[config.mk]
export PLATFORM = sky130hd
export DESIGN_NAME = cmpfc_top
export DESIGN_NICKNAME = d
export VERILOG_FILES = /design/src/verilog/cmpfc_pkg.sv /design/src/verilog/cmpfc_chan.sv /design/src/verilog/cmpfc_top.sv
export SDC_FILE = /design/constraint.sdc
export NUM_CORES = 1
export LEC_CHECK = 0
export BUFFER_PORTS_ARGS = -buffer_cell sky130_fd_sc_hd__buf_2
export CORE_AREA = 2 2 68 70
export DETAILED_ROUTE_END_ITERATION = 12
export DIE_AREA = 0 0 70 72
export GPL_TIMING_DRIVEN = 1
export PLACE_DENSITY = 0.75
export SLEW_MARGIN = 20
export SYNTH_ARGS = -nofsm -noshare
export SYNTH_HDL_FRONTEND = slang
export SYNTH_SLANG_ARGS = --single-unit
[constraint.sdc]
create_clock -name REF_CLK -period 2.12 [get_ports REF_CLK]
set_clock_uncertainty 0.05 [all_clocks]
set_input_delay 0.106 -clock REF_CLK [delete_from_list [all_inputs] [get_ports REF_CLK]]
set_output_delay 0.106 -clock REF_CLK [all_outputs]
set_load 0.05 [all_outputs]
[src/verilog/cmpfc_pkg.sv]
// cmpfc_pkg: register map, field positions and reset values for the
// comparator flag control block. assumes a 32-bit apb slave at 20 mhz.
package cmpfc_pkg;
   localparam int unsigned ADDR_W          = 8;
   // register byte offsets
   localparam logic [7:0]  CFG0_OFS        = 8'h00;
   localparam logic [7:0]  CFG1_OFS        = 8'h04;
   localparam logic [7:0]  PWR_AUX_OFS     = 8'h08;
   localparam logic [7:0]  MODE_OFS        = 8'h0c;
   // comparator configuration fields
   localparam int unsigned CFG_EN_BIT      = 0;
   localparam int unsigned CFG_NEG_REF_BIT = 1;
   localparam int unsigned CFG_OUT_BIT     = 2;
   localparam int unsigned CFG_IE_BIT      = 3;
   localparam int unsigned CFG_FLAG_BIT    = 4;
   // power control aux: comparator power-down at bit 5
   localparam int unsigned PWR_CMP_PD_BIT  = 5;
   // mode register: 0 run, 1 idle, 2 power-down, 3 total power-down
   localparam logic [1:0]  MODE_RUN        = 2'h0;
   localparam logic [1:0]  MODE_TOTAL_PD   = 2'h3;
   localparam logic [1:0]  MODE_RST        = 2'h0;
   localparam logic [31:0] RDATA_NONE      = 32'h0000_0000;
   // settle time after enable, for software reference only
   localparam int unsigned SETTLE_US       = 10;
   localparam int unsigned CLK_MHZ         = 20;
   localparam int unsigned SETTLE_CYC      = SETTLE_US * CLK_MHZ;
endpackage

[src/verilog/cmpfc_chan.sv]
// cmpfc_chan: one comparator channel: synchroniser, forced-high output,
// change flag with set-over-clear. assumes raw comparator level inputs.
`timescale 1ns/100ps
`default_nettype none
module cmpfc_chan
   import cmpfc_pkg::*;
(
   input  wire logic clk,
   input  wire logic rst,
   input  wire logic cmp_pos_gt_pin,
   input  wire logic cmp_pos_gt_ref,
   input  wire logic enable,
   input  wire logic neg_sel_ref,
   input  wire logic flag_clr,
   output logic      out_bit_q,
   output logic      flag_q
);
   // both decisions are synchronised so the select never sees a raw
   // asynchronous level; costs two extra flops per channel
   logic pin_s1_q;
   logic pin_s2_q;
   logic ref_s1_q;
   logic ref_s2_q;
   wire  sel_s2;
   wire  out_d;
   wire  changed;

   assign sel_s2  = neg_sel_ref ? ref_s2_q : pin_s2_q;
   // disabled forces the output high; enabled follows the synced level
   assign out_d   = enable ? sel_s2 : 1'b1;
   assign changed = out_d != out_bit_q;

   always_ff @(posedge clk)
   begin
      if (rst)
      begin
         pin_s1_q  <= 1'b1;
         pin_s2_q  <= 1'b1;
         ref_s1_q  <= 1'b1;
         ref_s2_q  <= 1'b1;
         out_bit_q <= 1'b1;
         flag_q    <= 1'b0;
      end
      else
      begin
         pin_s1_q  <= cmp_pos_gt_pin;
         pin_s2_q  <= pin_s1_q;
         ref_s1_q  <= cmp_pos_gt_ref;
         ref_s2_q  <= ref_s1_q;
         out_bit_q <= out_d;
         // a change in the same cycle as the clear keeps the flag set
         flag_q    <= changed | (flag_q & ~flag_clr);
      end
   end
endmodule
`default_nettype wire

[src/verilog/cmpfc_top.sv]
// cmpfc_top: apb-reached control around the analog comparators.
// assumes comparator decisions arrive as asynchronous levels.
//
// The APB register port and the register addresses were decided locally.
`timescale 1ns/100ps
`default_nettype none
module cmpfc_top
   import cmpfc_pkg::*;
#(
   parameter int unsigned N_CMP = 2
)
(
   input  wire logic              REF_CLK,
   input  wire logic              RST,
   input  wire logic              PSEL,
   input  wire logic              PENABLE,
   input  wire logic              PWRITE,
   input  wire logic [ADDR_W-1:0] PADDR,
   input  wire logic [31:0]       PWDATA,
   output logic      [31:0]       PRDATA,
   output logic                   PREADY,
   output logic                   PSLVERR,
   input  wire logic [N_CMP-1:0]  CMP_GT_PIN,
   input  wire logic [N_CMP-1:0]  CMP_GT_REF,
   output logic      [N_CMP-1:0]  CMP_EN,
   output logic      [N_CMP-1:0]  COMPARATOR_OUT_BIT,
   output logic                   CMP_IRQ,
   output logic                   WAKE_REQ
);
   logic [N_CMP-1:0] en_q;
   logic [N_CMP-1:0] negref_q;
   logic [N_CMP-1:0] ie_q;
   logic [N_CMP-1:0] out_bit;
   logic [N_CMP-1:0] comparator_change_flag;
   logic [N_CMP-1:0] flag_clr;
   logic [N_CMP-1:0] eff_en;
   logic             cmp_pd_q;
   logic [1:0]       mode_q;
   logic [31:0]      rdata_q;
   logic             ready_q;
   logic             slverr_q;
   logic             irq_q;
   logic             wake_q;

   wire access    = PSEL & PENABLE;
   wire wr        = access & PWRITE;
   // writes land at the edge that completes the transfer, pready high
   wire wr_done   = wr & ready_q;
   wire [N_CMP-1:0] forced_rise = ~eff_en & ~out_bit;
   wire hit_pwr   = PADDR == PWR_AUX_OFS;
   wire hit_mode  = PADDR == MODE_OFS;
   wire total_pd  = mode_q == MODE_TOTAL_PD;
   wire [N_CMP-1:0] hit_cfg;
   wire [N_CMP-1:0] irq_vec = comparator_change_flag & ie_q;
   wire             mapped  = hit_pwr | hit_mode | (|hit_cfg);
   logic [31:0]     rd_mux;

   genvar g;
   generate
      for (g = 0; g < N_CMP; g++)
      begin : g_ch
         assign hit_cfg[g] = PADDR == (CFG0_OFS + 8'(4 * g));
         // comparator off when disabled, bit 5 set, or total power-down
         assign eff_en[g]  = en_q[g] & ~cmp_pd_q & ~total_pd;
         // writing zero to the flag bit clears it
         assign flag_clr[g] = wr_done & hit_cfg[g]
                              & ~PWDATA[CFG_FLAG_BIT];
         cmpfc_chan u_chan
         (
            .clk            (REF_CLK),
            .rst            (RST),
            .cmp_pos_gt_pin (CMP_GT_PIN[g]),
            .cmp_pos_gt_ref (CMP_GT_REF[g]),
            .enable         (eff_en[g]),
            .neg_sel_ref    (negref_q[g]),
            .flag_clr       (flag_clr[g]),
            .out_bit_q      (out_bit[g]),
            .flag_q         (comparator_change_flag[g])
         );

         always_ff @(posedge REF_CLK)
         begin
            if (RST)
            begin
               en_q[g]     <= 1'b0;
               negref_q[g] <= 1'b0;
               ie_q[g]     <= 1'b0;
            end
            else if (wr_done & hit_cfg[g])
            begin
               en_q[g]     <= PWDATA[CFG_EN_BIT];
               negref_q[g] <= PWDATA[CFG_NEG_REF_BIT];
               ie_q[g]     <= PWDATA[CFG_IE_BIT];
            end
         end
      end
   endgenerate

   always_comb
   begin
      rd_mux = RDATA_NONE;
      if (hit_pwr)
         rd_mux[PWR_CMP_PD_BIT] = cmp_pd_q;
      if (hit_mode)
         rd_mux[1:0] = mode_q;
      for (int i = 0; i < N_CMP; i++)
      begin
         if (hit_cfg[i])
         begin
            rd_mux[CFG_EN_BIT]      = en_q[i];
            rd_mux[CFG_NEG_REF_BIT] = negref_q[i];
            rd_mux[CFG_OUT_BIT]     = out_bit[i];
            rd_mux[CFG_IE_BIT]      = ie_q[i];
            rd_mux[CFG_FLAG_BIT]    = comparator_change_flag[i];
         end
      end
   end

   always_ff @(posedge REF_CLK)
   begin
      if (RST)
      begin
         cmp_pd_q <= 1'b0;
         mode_q   <= MODE_RST;
         rdata_q  <= RDATA_NONE;
         ready_q  <= 1'b0;
         slverr_q <= 1'b0;
         irq_q    <= 1'b0;
         wake_q   <= 1'b0;
         CMP_EN   <= '0;
         COMPARATOR_OUT_BIT <= '1;
      end
      else
      begin
         // one wait state: answer in the cycle after penable rises
         ready_q  <= PSEL & PENABLE & ~ready_q;
         slverr_q <= PSEL & PENABLE & ~ready_q & ~mapped;
         if (PSEL & PENABLE & ~ready_q & ~PWRITE)
            rdata_q <= rd_mux;
         if (wr_done & hit_pwr)
            cmp_pd_q <= PWDATA[PWR_CMP_PD_BIT];
         if (wr_done & hit_mode)
            mode_q <= PWDATA[1:0];
         irq_q    <= |irq_vec;
         // wake only while idle or power-down, never in total power-down
         wake_q   <= (|irq_vec) & ~total_pd
                     & (mode_q != MODE_RUN);
         CMP_EN   <= eff_en;
         COMPARATOR_OUT_BIT <= out_bit;
      end
   end

   assign PRDATA  = rdata_q;
   assign PREADY  = ready_q;
   assign PSLVERR = slverr_q;
   assign CMP_IRQ = irq_q;
   assign WAKE_REQ = wake_q;

   property p_disabled_high;
      @(posedge REF_CLK) disable iff (RST)
      (CMP_EN == '0) [*3] |-> (COMPARATOR_OUT_BIT == '1);
   endproperty
   a_disabled_high: assert property (p_disabled_high)
      else $error("disabled comparator output not high");

   property p_change_sets_flag;
      @(posedge REF_CLK) disable iff (RST)
      (out_bit != $past(out_bit)) |->
         ((~comparator_change_flag & (out_bit ^ $past(out_bit))) == '0);
   endproperty
   a_change_sets_flag: assert property (p_change_sets_flag)
      else $error("output change did not set flag");

   property p_irq;
      @(posedge REF_CLK) disable iff (RST)
      (|(comparator_change_flag & ie_q)) |=> CMP_IRQ;
   endproperty
   a_irq: assert property (p_irq)
      else $error("flagged enabled comparator raised no interrupt");

   property p_total_pd;
      @(posedge REF_CLK) disable iff (RST)
      total_pd |=> (CMP_EN == '0) && !WAKE_REQ;
   endproperty
   a_total_pd: assert property (p_total_pd)
      else $error("comparator active in total power-down");

   property p_pd_bit;
      @(posedge REF_CLK) disable iff (RST)
      cmp_pd_q |=> (CMP_EN == '0);
   endproperty
   a_pd_bit: assert property (p_pd_bit)
      else $error("power-down bit did not disable comparator");

   property p_ready;
      @(posedge REF_CLK) disable iff (RST)
      (PSEL && PENABLE && !PREADY) |=> PREADY;
   endproperty
   a_ready: assert property (p_ready)
      else $error("apb access not answered in one wait state");

   property p_off_forces_high;
      @(posedge REF_CLK) disable iff (RST)
      1'b1 |=> ((~$past(eff_en) & ~out_bit) == '0);
   endproperty
   a_off_forces_high: assert property (p_off_forces_high)
      else $error("disabled comparator bit not forced high");

   property p_forced_rise_flags;
      @(posedge REF_CLK) disable iff (RST)
      (|forced_rise) |=>
         ((~comparator_change_flag & $past(forced_rise)) == '0);
   endproperty
   a_forced_rise_flags: assert property (p_forced_rise_flags)
      else $error("forced rise on disable did not set flag");

   property p_flag_clear;
      @(posedge REF_CLK) disable iff (RST)
      (|flag_clr) |=> ((comparator_change_flag & $past(flag_clr)
                        & ~(out_bit ^ $past(out_bit))) == '0);
   endproperty
   a_flag_clear: assert property (p_flag_clear)
      else $error("flag not cleared by writing zero");

   property p_flag_holds;
      @(posedge REF_CLK) disable iff (RST)
      1'b1 |=> ((~comparator_change_flag & $past(comparator_change_flag)
                 & ~$past(flag_clr)) == '0);
   endproperty
   a_flag_holds: assert property (p_flag_holds)
      else $error("flag dropped without a clear");

   property p_no_spurious_flag;
      @(posedge REF_CLK) disable iff (RST)
      1'b1 |=> ((comparator_change_flag & ~$past(comparator_change_flag)
                 & ~(out_bit ^ $past(out_bit))) == '0);
   endproperty
   a_no_spurious_flag: assert property (p_no_spurious_flag)
      else $error("flag set without an output change");

   property p_irq_low;
      @(posedge REF_CLK) disable iff (RST)
      (irq_vec == '0) |=> !CMP_IRQ;
   endproperty
   a_irq_low: assert property (p_irq_low)
      else $error("interrupt without an enabled flag");

   property p_wake_sleep;
      @(posedge REF_CLK) disable iff (RST)
      ((|irq_vec) && !total_pd && (mode_q != MODE_RUN)) |=> WAKE_REQ;
   endproperty
   a_wake_sleep: assert property (p_wake_sleep)
      else $error("interrupt in sleep mode did not wake");

   property p_no_wake_run;
      @(posedge REF_CLK) disable iff (RST)
      (mode_q == MODE_RUN) |=> !WAKE_REQ;
   endproperty
   a_no_wake_run: assert property (p_no_wake_run)
      else $error("wake request while running");

   property p_en_follows;
      @(posedge REF_CLK) disable iff (RST)
      (!total_pd && !cmp_pd_q) |=> (CMP_EN == $past(en_q));
   endproperty
   a_en_follows: assert property (p_en_follows)
      else $error("comparator power does not follow its enable");

   property p_reset_state;
      @(posedge REF_CLK)
      RST |=> (CMP_EN == '0) && (COMPARATOR_OUT_BIT == '1) && !CMP_IRQ
              && !WAKE_REQ && (comparator_change_flag == '0) && (ie_q == '0);
   endproperty
   a_reset_state: assert property (p_reset_state)
      else $error("reset state wrong");

   property p_slverr;
      @(posedge REF_CLK) disable iff (RST)
      (PSEL && PENABLE && !PREADY && !mapped) |=> PREADY && PSLVERR;
   endproperty
   a_slverr: assert property (p_slverr)
      else $error("unmapped access without error response");

   property p_ready_pulse;
      @(posedge REF_CLK) disable iff (RST)
      PREADY |=> !PREADY;
   endproperty
   a_ready_pulse: assert property (p_ready_pulse)
      else $error("ready held longer than one cycle");

   property p_read_negref;
      @(posedge REF_CLK) disable iff (RST)
      (PSEL && PENABLE && !PREADY && !PWRITE && (|hit_cfg)) |=>
         (PRDATA[CFG_NEG_REF_BIT] == (|($past(hit_cfg) & $past(negref_q))));
   endproperty
   a_read_negref: assert property (p_read_negref)
      else $error("input select read back wrong");

   property p_read_out;
      @(posedge REF_CLK) disable iff (RST)
      (PSEL && PENABLE && !PREADY && !PWRITE && (|hit_cfg)) |=>
         (PRDATA[CFG_OUT_BIT] == (|($past(hit_cfg) & $past(out_bit))));
   endproperty
   a_read_out: assert property (p_read_out)
      else $error("comparator bit read back wrong");
endmodule
`default_nettype wire

-- Yosys cells after proc, flatten, opt, wreduce, memory -nomap -nowiden
Cells that the tools add are included.
- multiplexer cells: 8
- equality and inequality tests: 6
- bitwise gates (word level): 33
- reductions and logical operators: 4
- operators by type and width (cell ; count):
    $and 1x1->1 ; 20
    $eq 8x4->1 const B ; 2
    $mux 5 ; 2
    $eq 8x3->1 const B ; 1
    $logic_not 8->1 ; 1
    $not 1->1 ; 8
    $mux 1 ; 5
    $or 1x1->1 ; 4
    $reduce_or 2->1 ; 2
    $and 2x2->2 ; 1
    $eq 2x2->1 const B ; 1
    $mux 2 ; 1
    $ne 1x1->1 ; 2
    $reduce_bool 2->1 ; 1
- register bits: 35
- input port bits: 49

-- Depth between registers and ports, before layout
Gate-level depths: netlist of run 1.
- depth after elaboration: 8
- gate-level depth with buffers: 5

-- Cells and area by module
Synthesis of run 1 repeated with hierarchy kept, for this count alone.
- cell total of the unflattened synthesis: 169
- area, all modules: 1695.4 sq um
- modules (own cells, without submodules) (module ; seq. area each (sq um) ; times used ; area an instance (sq um) ; cells an instance):
    cmpfc_top ; 460.4 ; 1 ; 1277.5 ; 135
    cmpfc_chan ; 120.1 ; 2 ; 209.0 ; 17

-- Worst setup path after synthesis of run 1
Ideal clock, no wire load.
- kind: flip-flop to flip-flop
- start point: reg ready_q (netlist: PREADY)
- end point: reg en_q[1]
- period minus slack after synthesis: 1.712 ns
- stages on the path, launching flop included: 6
- data arrival time: 1.590 ns
- buffers on the path: 2
- library setup time: 0.072 ns
- required time: 1.998 ns
- path slack: 0.408 ns
- cell sequence: dfxtp_1 > and4_1 > clkbuf_1 > and4_2 > buf_2 > mux2i_1
- word-level cells in the longest chain between the ends: 2
- ends and longest elaborated chain (what ; line ; text):
    from (decl) ; cmpfc_top.sv:40 ; logic ready_q;
    from (signal assigned) ; cmpfc_top.sv:136 ; ready_q <= PSEL & PENABLE & ~ready_q;
    $and 1x1->1 ; cmpfc_top.sv:48 ; wire wr_done = wr & ready_q;
    $and 1x1->1 ; cmpfc_top.sv:89 ; else if (wr_done & hit_cfg[g])
    to (signal, indexed assignment) ; cmpfc_top.sv:91 ; en_q[g] <= PWDATA[CFG_EN_BIT];
    to (decl) ; cmpfc_top.sv:30 ; logic [N_CMP-1:0] en_q;
No other way between the ends.
A chain may end at the register's enable or synchronous reset.

-- Worst setup path in the final report of run 1
- start point: reg ready_q (netlist: PREADY)
- end point: reg negref_q[0]
- word-level cells in the longest chain between the ends: 2
- ends and longest elaborated chain (what ; line ; text):
    $and 1x1->1 ; cmpfc_top.sv:48 ;
    $and 1x1->1 ; cmpfc_top.sv:89 ;
    to (signal, indexed assignment) ; cmpfc_top.sv:92 ; negref_q[g] <= PWDATA[CFG_NEG_REF_BIT];
    to (decl) ; cmpfc_top.sv:31 ; logic [N_CMP-1:0] negref_q;
No other way between the ends.

==> impl_metrics.toml, run 1 <==
[die]
initial_core_util_pct = 38.9
core-area_um2 = 4260
die_w_um = 70
ios = 89
die_area_um2 = 5040
chipHeight_um = 72
rows = 24

[layout]
final_area_um2 = 1890
synthToLayoutAreaGrowth_pct = 13.7
diodes = 0
drive_above_1_share_pct = 29.2
fill_cells = 441
multi_input_area_um2 = 817
postLayoutCoreUtil_pct = 44.2
register_area_um2 = 701
final_nets = 257
fin_cells = 261

[hold_path]
whs_path_depth = 3
whs_endpoint = "cmp_pd_q"
hp-class = "in -> reg"
min_from = "PWDATA[5]"

[pwr]
seqPwrFrac_pct = 50.8
p_switching_w = 0.000377
p_leak_nw = 0.838
internal-power_w = 0.000939
p_comb_share_pct = 14.5
power_switching_share_pct = 28.6
ir_worst_vdd_uv = 478
clockPowerShare_pct = 34.7
power.density_nw_per_um2 = 697

[drt]
drt_iter0_drc = 52
vias_per_cell = 4.68
vias = 1221
wirelength_um = 3080
avgRoutedWirePerCell_um = 11.8
drt_first_pass_iters = 4
postRouteAntennaNets = 0
drcViolationCount = 0

[critical_path]
worstPathCellList = "and4_1 > nand4b_1 > mux2i_1"
r2r_end = "negref_q[0]"
r2r-start = "PREADY"
reg2reg_slack_ns = 0.74
worstSetupStartpointType = "flip-flop"
r2r_cells = 3
cp_max_fo = 6
cp_data_required_time_ns = 2.23
crit_type = "reg -> reg"
arrival_ns = 1.50
end_kind = "flip-flop"
slowest_delay_ns = 0.38
crit_slowest_cell = "dfxtp_1"

[clock_tree]
numCtsBuffers = 5
cts_setup_buffers = 0
clk_latency_ns = 0.29
cts_sinks = 35
h-tree-depth = 2
clockBufferDepth = 2
clk_pin_slew_ns = 0.07
ctsRootBufferMaster = "clkbuf_8"
tritoncts = "done"

[synthesis]
yosysTopAreaCell = "dfxtp_1"
postSynthAreaPerCell_um2 = 9.70
ys.flop_type = "dfxtp_1"
synth_top_area_share_pct = 42.2
ys_ff_latch = 35
synth_edf_count = 0
synth.distinct_cells = 38
synthCells = 171
synth_area_leaders = "dfxtp_1 42%, buf_4 12%, mux2i_1 6.6%, nand2b_1 4.9%, or2_2 3.8%"
synthArstFlopShare_pct = 0
synth_warnings = 0
syn_area_um2 = 1660
ys_seq_area_share_pct = 42.2

[run]
cap_violations = 0

[placed_design]
dp_hpwl_um = 2250
io_buffers = 35
dp_cells = 249
globalplace.congestion = 0.768
placed_cell_area_um2 = 1770

[grt]
antenna_found_initial = 0
grt_pass1_vias = 1146
grt_pass1_wl_um = 4950
grt_max_degree = 40
overflow = 0
track_usage_pct = 12.6

[timing]
whs_ns = 0.0268
tightest_slew_ns = 0.553
fin_tns_setup_ns = 0
fmax_ghz = 0.723
post-route-period-util_pct = 65.2
rsz0062_at_grt = "no"
drv_slew = 0
setup_viol = 0
maxSlewHeadroom_pct = 63.2
fin_crit_ns = 1.38
hold_viol_final = 0

[run_status]
status = "completed"
==> logic make-up (layout without fill, tap and decap cells) <==
logic type | Yosys count | after routing | share of synthesized area (%)
buffers and inverters | 35 | 48 | 14.2
XOR/XNOR | 1 | 1 | 0.528
AO/OA/AOI/OAI | 17 | 17 | 7.39
multiplexers | 14 | 14 | 8.67
other | 1 | 26 | 0.226
flip-flops | 35 | 35 | 42.2
AND/OR/NAND/NOR | 68 | 68 | 26.8
==> flip-flops by register name, summed over array words and instances (netlist names), 2 cells and up <==
name and count:
PRDATA 6, g_ch.u_chan.ref_s2_q 2, negref_q 2, en_q 2, g_ch.u_chan.out_bit_q 2, g_ch.u_chan.pin_s1_q 2
g_ch.u_chan.pin_s2_q 2, COMPARATOR_OUT_BIT 2, g_ch.u_chan.ref_s1_q 2, ie_q 2, mode_q 2, g_ch.u_chan.flag_q 2
CMP_EN 2
==> synthesized netlist by cell type, types with 3 or more instances <==
master,count
mux2i_1,11
or2_2,10
mux2_2,3
and2_1,3
nor2_1,3
nand2b_1,13
clkbuf_1,5
dfxtp_1,35
a21oi_1,5
nand2_1,7
buf_4,27
nand4_1,8
nor2b_1,6
==> placed cells by master, fill, tap and decap left out, types with 2 or more instances in the layout <==
cell type	n
a21oi_1	5
a221o_1	2
a2bb2oi_1	2
a31oi_1	2
and2_1	3
and3_1	2
buf_2	35
clkbuf_1	2
clkbuf_8	5
conb_1	26
dfxtp_1	35
dlygate4sd3_1	4
mux2_2	3
mux2i_1	11
nand2_1	7
nand2b_1	13
nand3b_1	2
nand4_1	8
nor2_1	3
nor2b_1	6
nor3_1	2
nor4b_1	2
o21bai_1	2
o41ai_1	2
or2_2	10
==> worst max-delay path: cells and delay by family, from the launching register on <==
kind             cells  cell delay [ns]
flip-flops           1             0.38
multiplexers         1             0.20
AND/OR/NAND/NOR      2             0.63
==> power by group through the flow <==
stage                     Sequential, W  Combinational, W  Clock (W)
after floorplan                0.000688          0.000183          0
after global placement         0.000683          0.000182          0
after detailed placement       0.000683          0.000183          0
after CTS                      0.000668          0.000189   0.000468
after global routing           0.000668          0.000201   0.000504
final                          0.000668          0.000190   0.000457
==> what timing repair did <==
action                                 4_1_cts  5_1_grt
endpoints found under the hold margin        4        0
hold buffers                                 4        0
resized for setup                            0        0
==> how the worst max path moves through the flow <==
stage / start / endpoint / slack, ns / cells past startpoint
after floorplan: PREADY / en_q[1] / 0.41 / 5
after global placement: PADDR[3] / negref_q[0] / 0.76 / 4
after detailed placement: PADDR[3] / negref_q[0] / 0.76 / 4
after CTS: PREADY / negref_q[0] / 0.77 / 3
after global routing: PREADY / negref_q[0] / 0.68 / 3
final: PREADY / negref_q[0] / 0.74 / 3
==> cell type report <==
type / count / share of cell area (%)
flip-flops and latches: 35 / 37.1
repair buffers: 40 / 11.8
multi-input cells: 126 / 43.3
well taps: 52 / 3.45
clock inverters: 1 / 0.265
clock buffers: 7 / 4.05
==> layer usage <==
layer	vias up	track usage, %	wire length [µm]
li1	617	-	-
met4	0	7.69	46
met3	5	4.03	208
met1	557	14.5	1340
met2	42	20.7	1490
met5	-	0	0
==> per-stage QoR <==
stage / worst slack, ns / total power [W]
after global routing: 0.682 / 0.00137
final: 0.737 / 0.00132
after floorplan: 0.408 / 0.000871
after CTS: 0.770 / 0.00132
after detailed placement: 0.763 / 0.000866
after global placement: 0.757 / 0.000865
No activity file was read; power rests on OpenSTA's default activity.
==> run 2: changes to the inputs <==
--- a/config.mk
+++ b/config.mk
@@ -10,7 +10,7 @@
 export DETAILED_ROUTE_END_ITERATION = 12
 export DIE_AREA = 0 0 70 72
 export GPL_TIMING_DRIVEN = 1
-export PLACE_DENSITY = 0.75
+export PLACE_DENSITY = 0.77
 export SLEW_MARGIN = 20
 export SYNTH_ARGS = -nofsm -noshare
 export SYNTH_HDL_FRONTEND = slang
==> constraint.sdc (replaced) <==
create_clock -name REF_CLK -period 1.15 [get_ports REF_CLK]
set_clock_uncertainty 0.05 [all_clocks]
set_input_delay 0.0575 -clock REF_CLK [delete_from_list [all_inputs] [get_ports REF_CLK]]
set_output_delay 0.0575 -clock REF_CLK [all_outputs]
set_load 0.05 [all_outputs]
==> impl_metrics.toml, run 2 (same netlist as run 1, synthesis figures left out) <==
[drt]
vias_per_cell = 4.65
avgRoutedWirePerCell_um = 12.5
vias = 1303
drcViolationCount = 0
drt_first_pass_iters = 4
drt_iter0_drc = 44
postRouteAntennaNets = 0
wirelength_um = 3510

[clock_tree]
cts_sinks = 35
clk_latency_ns = 0.28
numCtsBuffers = 5
h-tree-depth = 2
clk_pin_slew_ns = 0.07
cts_setup_buffers = 0
tritoncts = "done"
ctsRootBufferMaster = "clkbuf_8"
clockBufferDepth = 2

[pwr]
clockPowerShare_pct = 34.4
power_switching_share_pct = 29.0
p_comb_share_pct = 16.1
power_w = 0.00248
seqPwrFrac_pct = 49.6
internal-power_w = 0.00176
p_switching_w = 0.000720
p_leak_nw = 0.958
ir_worst_vdd_uv = 624
power.density_nw_per_um2 = 1170

[placed_design]
io_buffers = 35
dp_hpwl_um = 2540
dp_cells = 265
globalplace.congestion = 0.831

[critical_path]
worstPathCellList = "and4_4 > nand4_1 > a221o_1"
cp_max_fo = 5
end_kind = "flip-flop"
crit_slowest_cell = "dfxtp_4"
crit_type = "reg -> reg"
reg2reg_slack_ns = -0.04
cp_data_required_time_ns = 1.28
slowest_delay_ns = 0.36
worstSetupStartpointType = "flip-flop"
arrival_ns = 1.32

[layout]
mostFrequentLayoutCell = "buf_2"
postLayoutCoreUtil_pct = 49.7
final_nets = 276
register_area_um2 = 711
layout_common_cells = "35 x buf_2, 31 x dfxtp_1, 26 x conb_1"
synthToLayoutAreaGrowth_pct = 27.7
largest_reg_flops = 6
diodes = 0
multi_input_area_um2 = 885
fill_cells = 406
fin_cells = 280
drive_above_1_share_pct = 40.4

[die]
core-area_um2 = 4260
ios = 89
chipHeight_um = 72
initial_core_util_pct = 38.9
die_area_um2 = 5040
rows = 24
die_w_um = 70

[timing]
hold_viol_final = 0
fin_ws_ns = -0.0379
fin_crit_ns = 1.19
drv_slew = 0
post-route-period-util_pct = 103
setup_viol = 5
fmax_ghz = 0.842
fin_tns_setup_ns = -0.0833
whs_ns = 0.0445
rsz0062_at_grt = "yes"

[grt]
antenna_found_initial = 0
grt_pass1_wl_um = 5650
grt_max_degree = 18
grt_pass1_vias = 1247
overflow = 0
track_usage_pct = 14.3

[run_status]
status = "finished with violations"
violations = "negative setup slack"

[hold_path]
hp-class = "in -> reg"

[run]
cap_violations = 0
-- run 2: changes by cell type in the layout (fill, tap and decap cells not counted), sizes merged --
cell / change
buf: +16
dlygate4sd3: +3
-- run 2: final timing paths --
kind | from | to | cells after the start
worst min register to register | g_ch[0].u_chan.pin_s1_q | g_ch[0].u_chan.pin_s2_q | 1
worst min-delay path | PWDATA[3] | ie_q[0] | 3
worst max-delay path | PREADY | g_ch[1].u_chan.flag_q | 3
worst max register to register | PREADY | g_ch[1].u_chan.flag_q | 3
-- run 2: area by class of cell --
type,count,area share (%)
Clock buffer,7,3.60
Clock inverter,1,0.236
Multi-Input combinational cell,126,41.8
Sequential cell,35,33.5
Tap cell,52,3.07
Timing Repair Buffer,59,17.8
-- run 2: layer usage --
metal	vias to the layer above	track usage, %	wire length (µm)
met3	7	4.58	214
met4	0	5.77	49
met2	43	25.0	1660
met1	601	16.2	1590
met5	-	0	0
li1	652	-	-
-- run 2: what timing repair did --
| item | 4_1_cts | 5_1_grt |
|---|---|---|
| endpoints found under the setup margin | 15 | 15 |
| gates resized for setup | 13 | 5 |
| hold buffers | 7 | 0 |
| pin swaps | 10 | 2 |
| hold endpoints to repair | 6 | 0 |
-- run 2: worst max-delay path, delay by kind of cell (launching register included) --
family	cells	cell delay (ns)
DFF	1	0.36
AOI/OAI and AO/OA	1	0.32
and+or+nand+nor	2	0.36
-- run 2: stage by stage --
| stage | cell area (µm²) | setup slack (ns) |
|---|---|---|
| floorplan | 1770 | -0.185 |
| CTS | 2090 | -0.0101 |
| global route | 2120 | -0.0531 |
| finish | 2120 | -0.0379 |
| global placement | 1890 | -0.0665 |
| detailed placement | 1890 | -0.0886 |
-- run 2: power by group through the flow --
stage	registers (W)	clock network, W	logic, W
after floorplan	0.00127	0	0.000337
after global placement	0.00126	0	0.000360
after detailed placement	0.00126	0	0.000363
after CTS	0.00123	0.000874	0.000389
after global routing	0.00123	0.000918	0.000419
final	0.00123	0.000852	0.000398
==> run 3: changes to the inputs <==
--- a/config.mk
+++ b/config.mk
@@ -7,6 +7,7 @@
 export LEC_CHECK = 0
 export BUFFER_PORTS_ARGS = -buffer_cell sky130_fd_sc_hd__buf_2
 export CORE_AREA = 2 2 68 70
+export CTS_BUF_LIST = sky130_fd_sc_hd__clkbuf_4 sky130_fd_sc_hd__clkbuf_8 sky130_fd_sc_hd__clkbuf_16
 export DETAILED_ROUTE_END_ITERATION = 12
 export DIE_AREA = 0 0 70 72
 export GPL_TIMING_DRIVEN = 1
==> impl_metrics.toml, run 3 (same netlist as run 1, synthesis figures left out) <==
[layout]
final_nets = 276
mostFrequentLayoutCell = "buf_2"
fill_cells = 404
layout_common_cells = "35 x buf_2, 31 x dfxtp_1, 26 x conb_1"
largest_reg_flops = 6
drive_above_1_share_pct = 41.2
diodes = 0
fin_cells = 280
multi_input_area_um2 = 885
final_area_um2 = 2130
synthToLayoutAreaGrowth_pct = 28.1
register_area_um2 = 711

[drt]
avgRoutedWirePerCell_um = 12.5
vias_per_cell = 4.64
vias = 1299
wirelength_um = 3510
drt_first_pass_iters = 4
drcViolationCount = 0
drt_iter0_drc = 45
postRouteAntennaNets = 0

[timing]
fin_crit_ns = 1.19
rsz0062_at_grt = "yes"
drv_slew = 0
fin_ws_ns = -0.0358
hold_viol_final = 0
fmax_ghz = 0.843
post-route-period-util_pct = 103
fin_tns_setup_ns = -0.0728
setup_viol = 5

[critical_path]
end_kind = "flip-flop"
cp_max_fo = 5
arrival_ns = 1.31
crit_type = "reg -> reg"
cp_data_required_time_ns = 1.28
worstSetupStartpointType = "flip-flop"
r2r-start = "PREADY"
r2r_end = "g_ch[1].u_chan.flag_q"
reg2reg_slack_ns = -0.04
r2r_cells = 3

[grt]
antenna_found_initial = 0
grt_pass1_vias = 1247
track_usage_pct = 14.3
overflow = 0
grt_max_degree = 18
grt_pass1_wl_um = 5650

[hold_path]
hp-class = "in -> reg"
whs_path_depth = 3
min_from = "PWDATA[3]"
whs_endpoint = "ie_q[0]"

[pwr]
p_leak_nw = 0.965
power.density_nw_per_um2 = 1190
ir_worst_vdd_uv = 641
power_w = 0.00253

[clock_tree]
ctsRootBufferMaster = "clkbuf_8"
numCtsBuffers = 5
clk_pin_slew_ns = 0.07
clockBufferDepth = 2
cts_sinks = 35
cts_setup_buffers = 0
h-tree-depth = 2
tritoncts = "done"
clk_latency_ns = 0.28

[placed_design]
placed_cell_area_um2 = 1890
place_ws_ns = -0.0886
dp_cells = 265
dp_hpwl_um = 2540
io_buffers = 35
globalplace.congestion = 0.831

[die]
core-area_um2 = 4260
rows = 24
die_area_um2 = 5040
chipHeight_um = 72
ios = 89
initial_core_util_pct = 38.9
die_w_um = 70

[run_status]
violations = "negative setup slack"
status = "finished with violations"

[run]
cap_violations = 0
-- run 3: cell type report --
| cell class | instances | area share (%) |
|---|---|---|
| repair buffers | 59 | 17.7 |
| flip-flops and latches | 35 | 33.4 |
| clock inverters | 1 | 0.235 |
| clock buffers | 7 | 3.94 |
| well taps | 52 | 3.06 |
| multi-input cells | 126 | 41.6 |
-- run 3: where the power goes --
| part | internal [W] | total [W] | switching, W |
|---|---|---|---|
| Clock | 0.000472 | 0.000899 | 0.000427 |
| Sequential | 0.00122 | 0.00123 | 0.00000534 |
| Combinational | 0.000111 | 0.000398 | 0.000288 |
| Total | 0.00181 | 0.00253 | 0.000720 |
-- run 3: timing repair --
item                                    4_1_cts  5_1_grt
pin swaps                                    10        2
endpoints found under the setup margin       15       15
resized for setup                            13        5
endpoints found under the hold margin         6        0
hold buffers                                  7        0
cloned                                        0        0
-- run 3: worst max path at each step --
stage | startpoint | end | depth (start not counted)
2_1_floorplan | PREADY | en_q[1] | 5
3_5_place_dp | negref_q[1] | g_ch[1].u_chan.flag_q | 3
4_1_cts | PREADY | negref_q[1] | 3
3_3_place_gp | PADDR[1] | mode_q[0] | 6
6_report | PREADY | g_ch[1].u_chan.flag_q | 3
5_1_grt | PREADY | negref_q[1] | 3
-- run 3: stage by stage --
step	utilization, %	hold WS [ns]
5_1_grt	49.9	0.0561
2_1_floorplan	-	0.111
4_1_cts	49.1	0.0381
3_3_place_gp	44.3	0.190
6_report	49.9	0.0458
3_5_place_dp	44.3	0.193
-- run 3: routing by layer --
layer,GRT usage [%],share of wire (%),vias to the layer above
li1,-,-,651
met1,16.2,45,598
met2,25.0,47,41
met3,4.58,5.8,9
met4,5.77,1.5,0
met5,0,0,-
-- run 3: critical path: stages (launching register included) --
cell and delay (ns):
dfxtp_4 0.36, and4_4 0.24, nand4_1 0.11, a221o_1 0.32
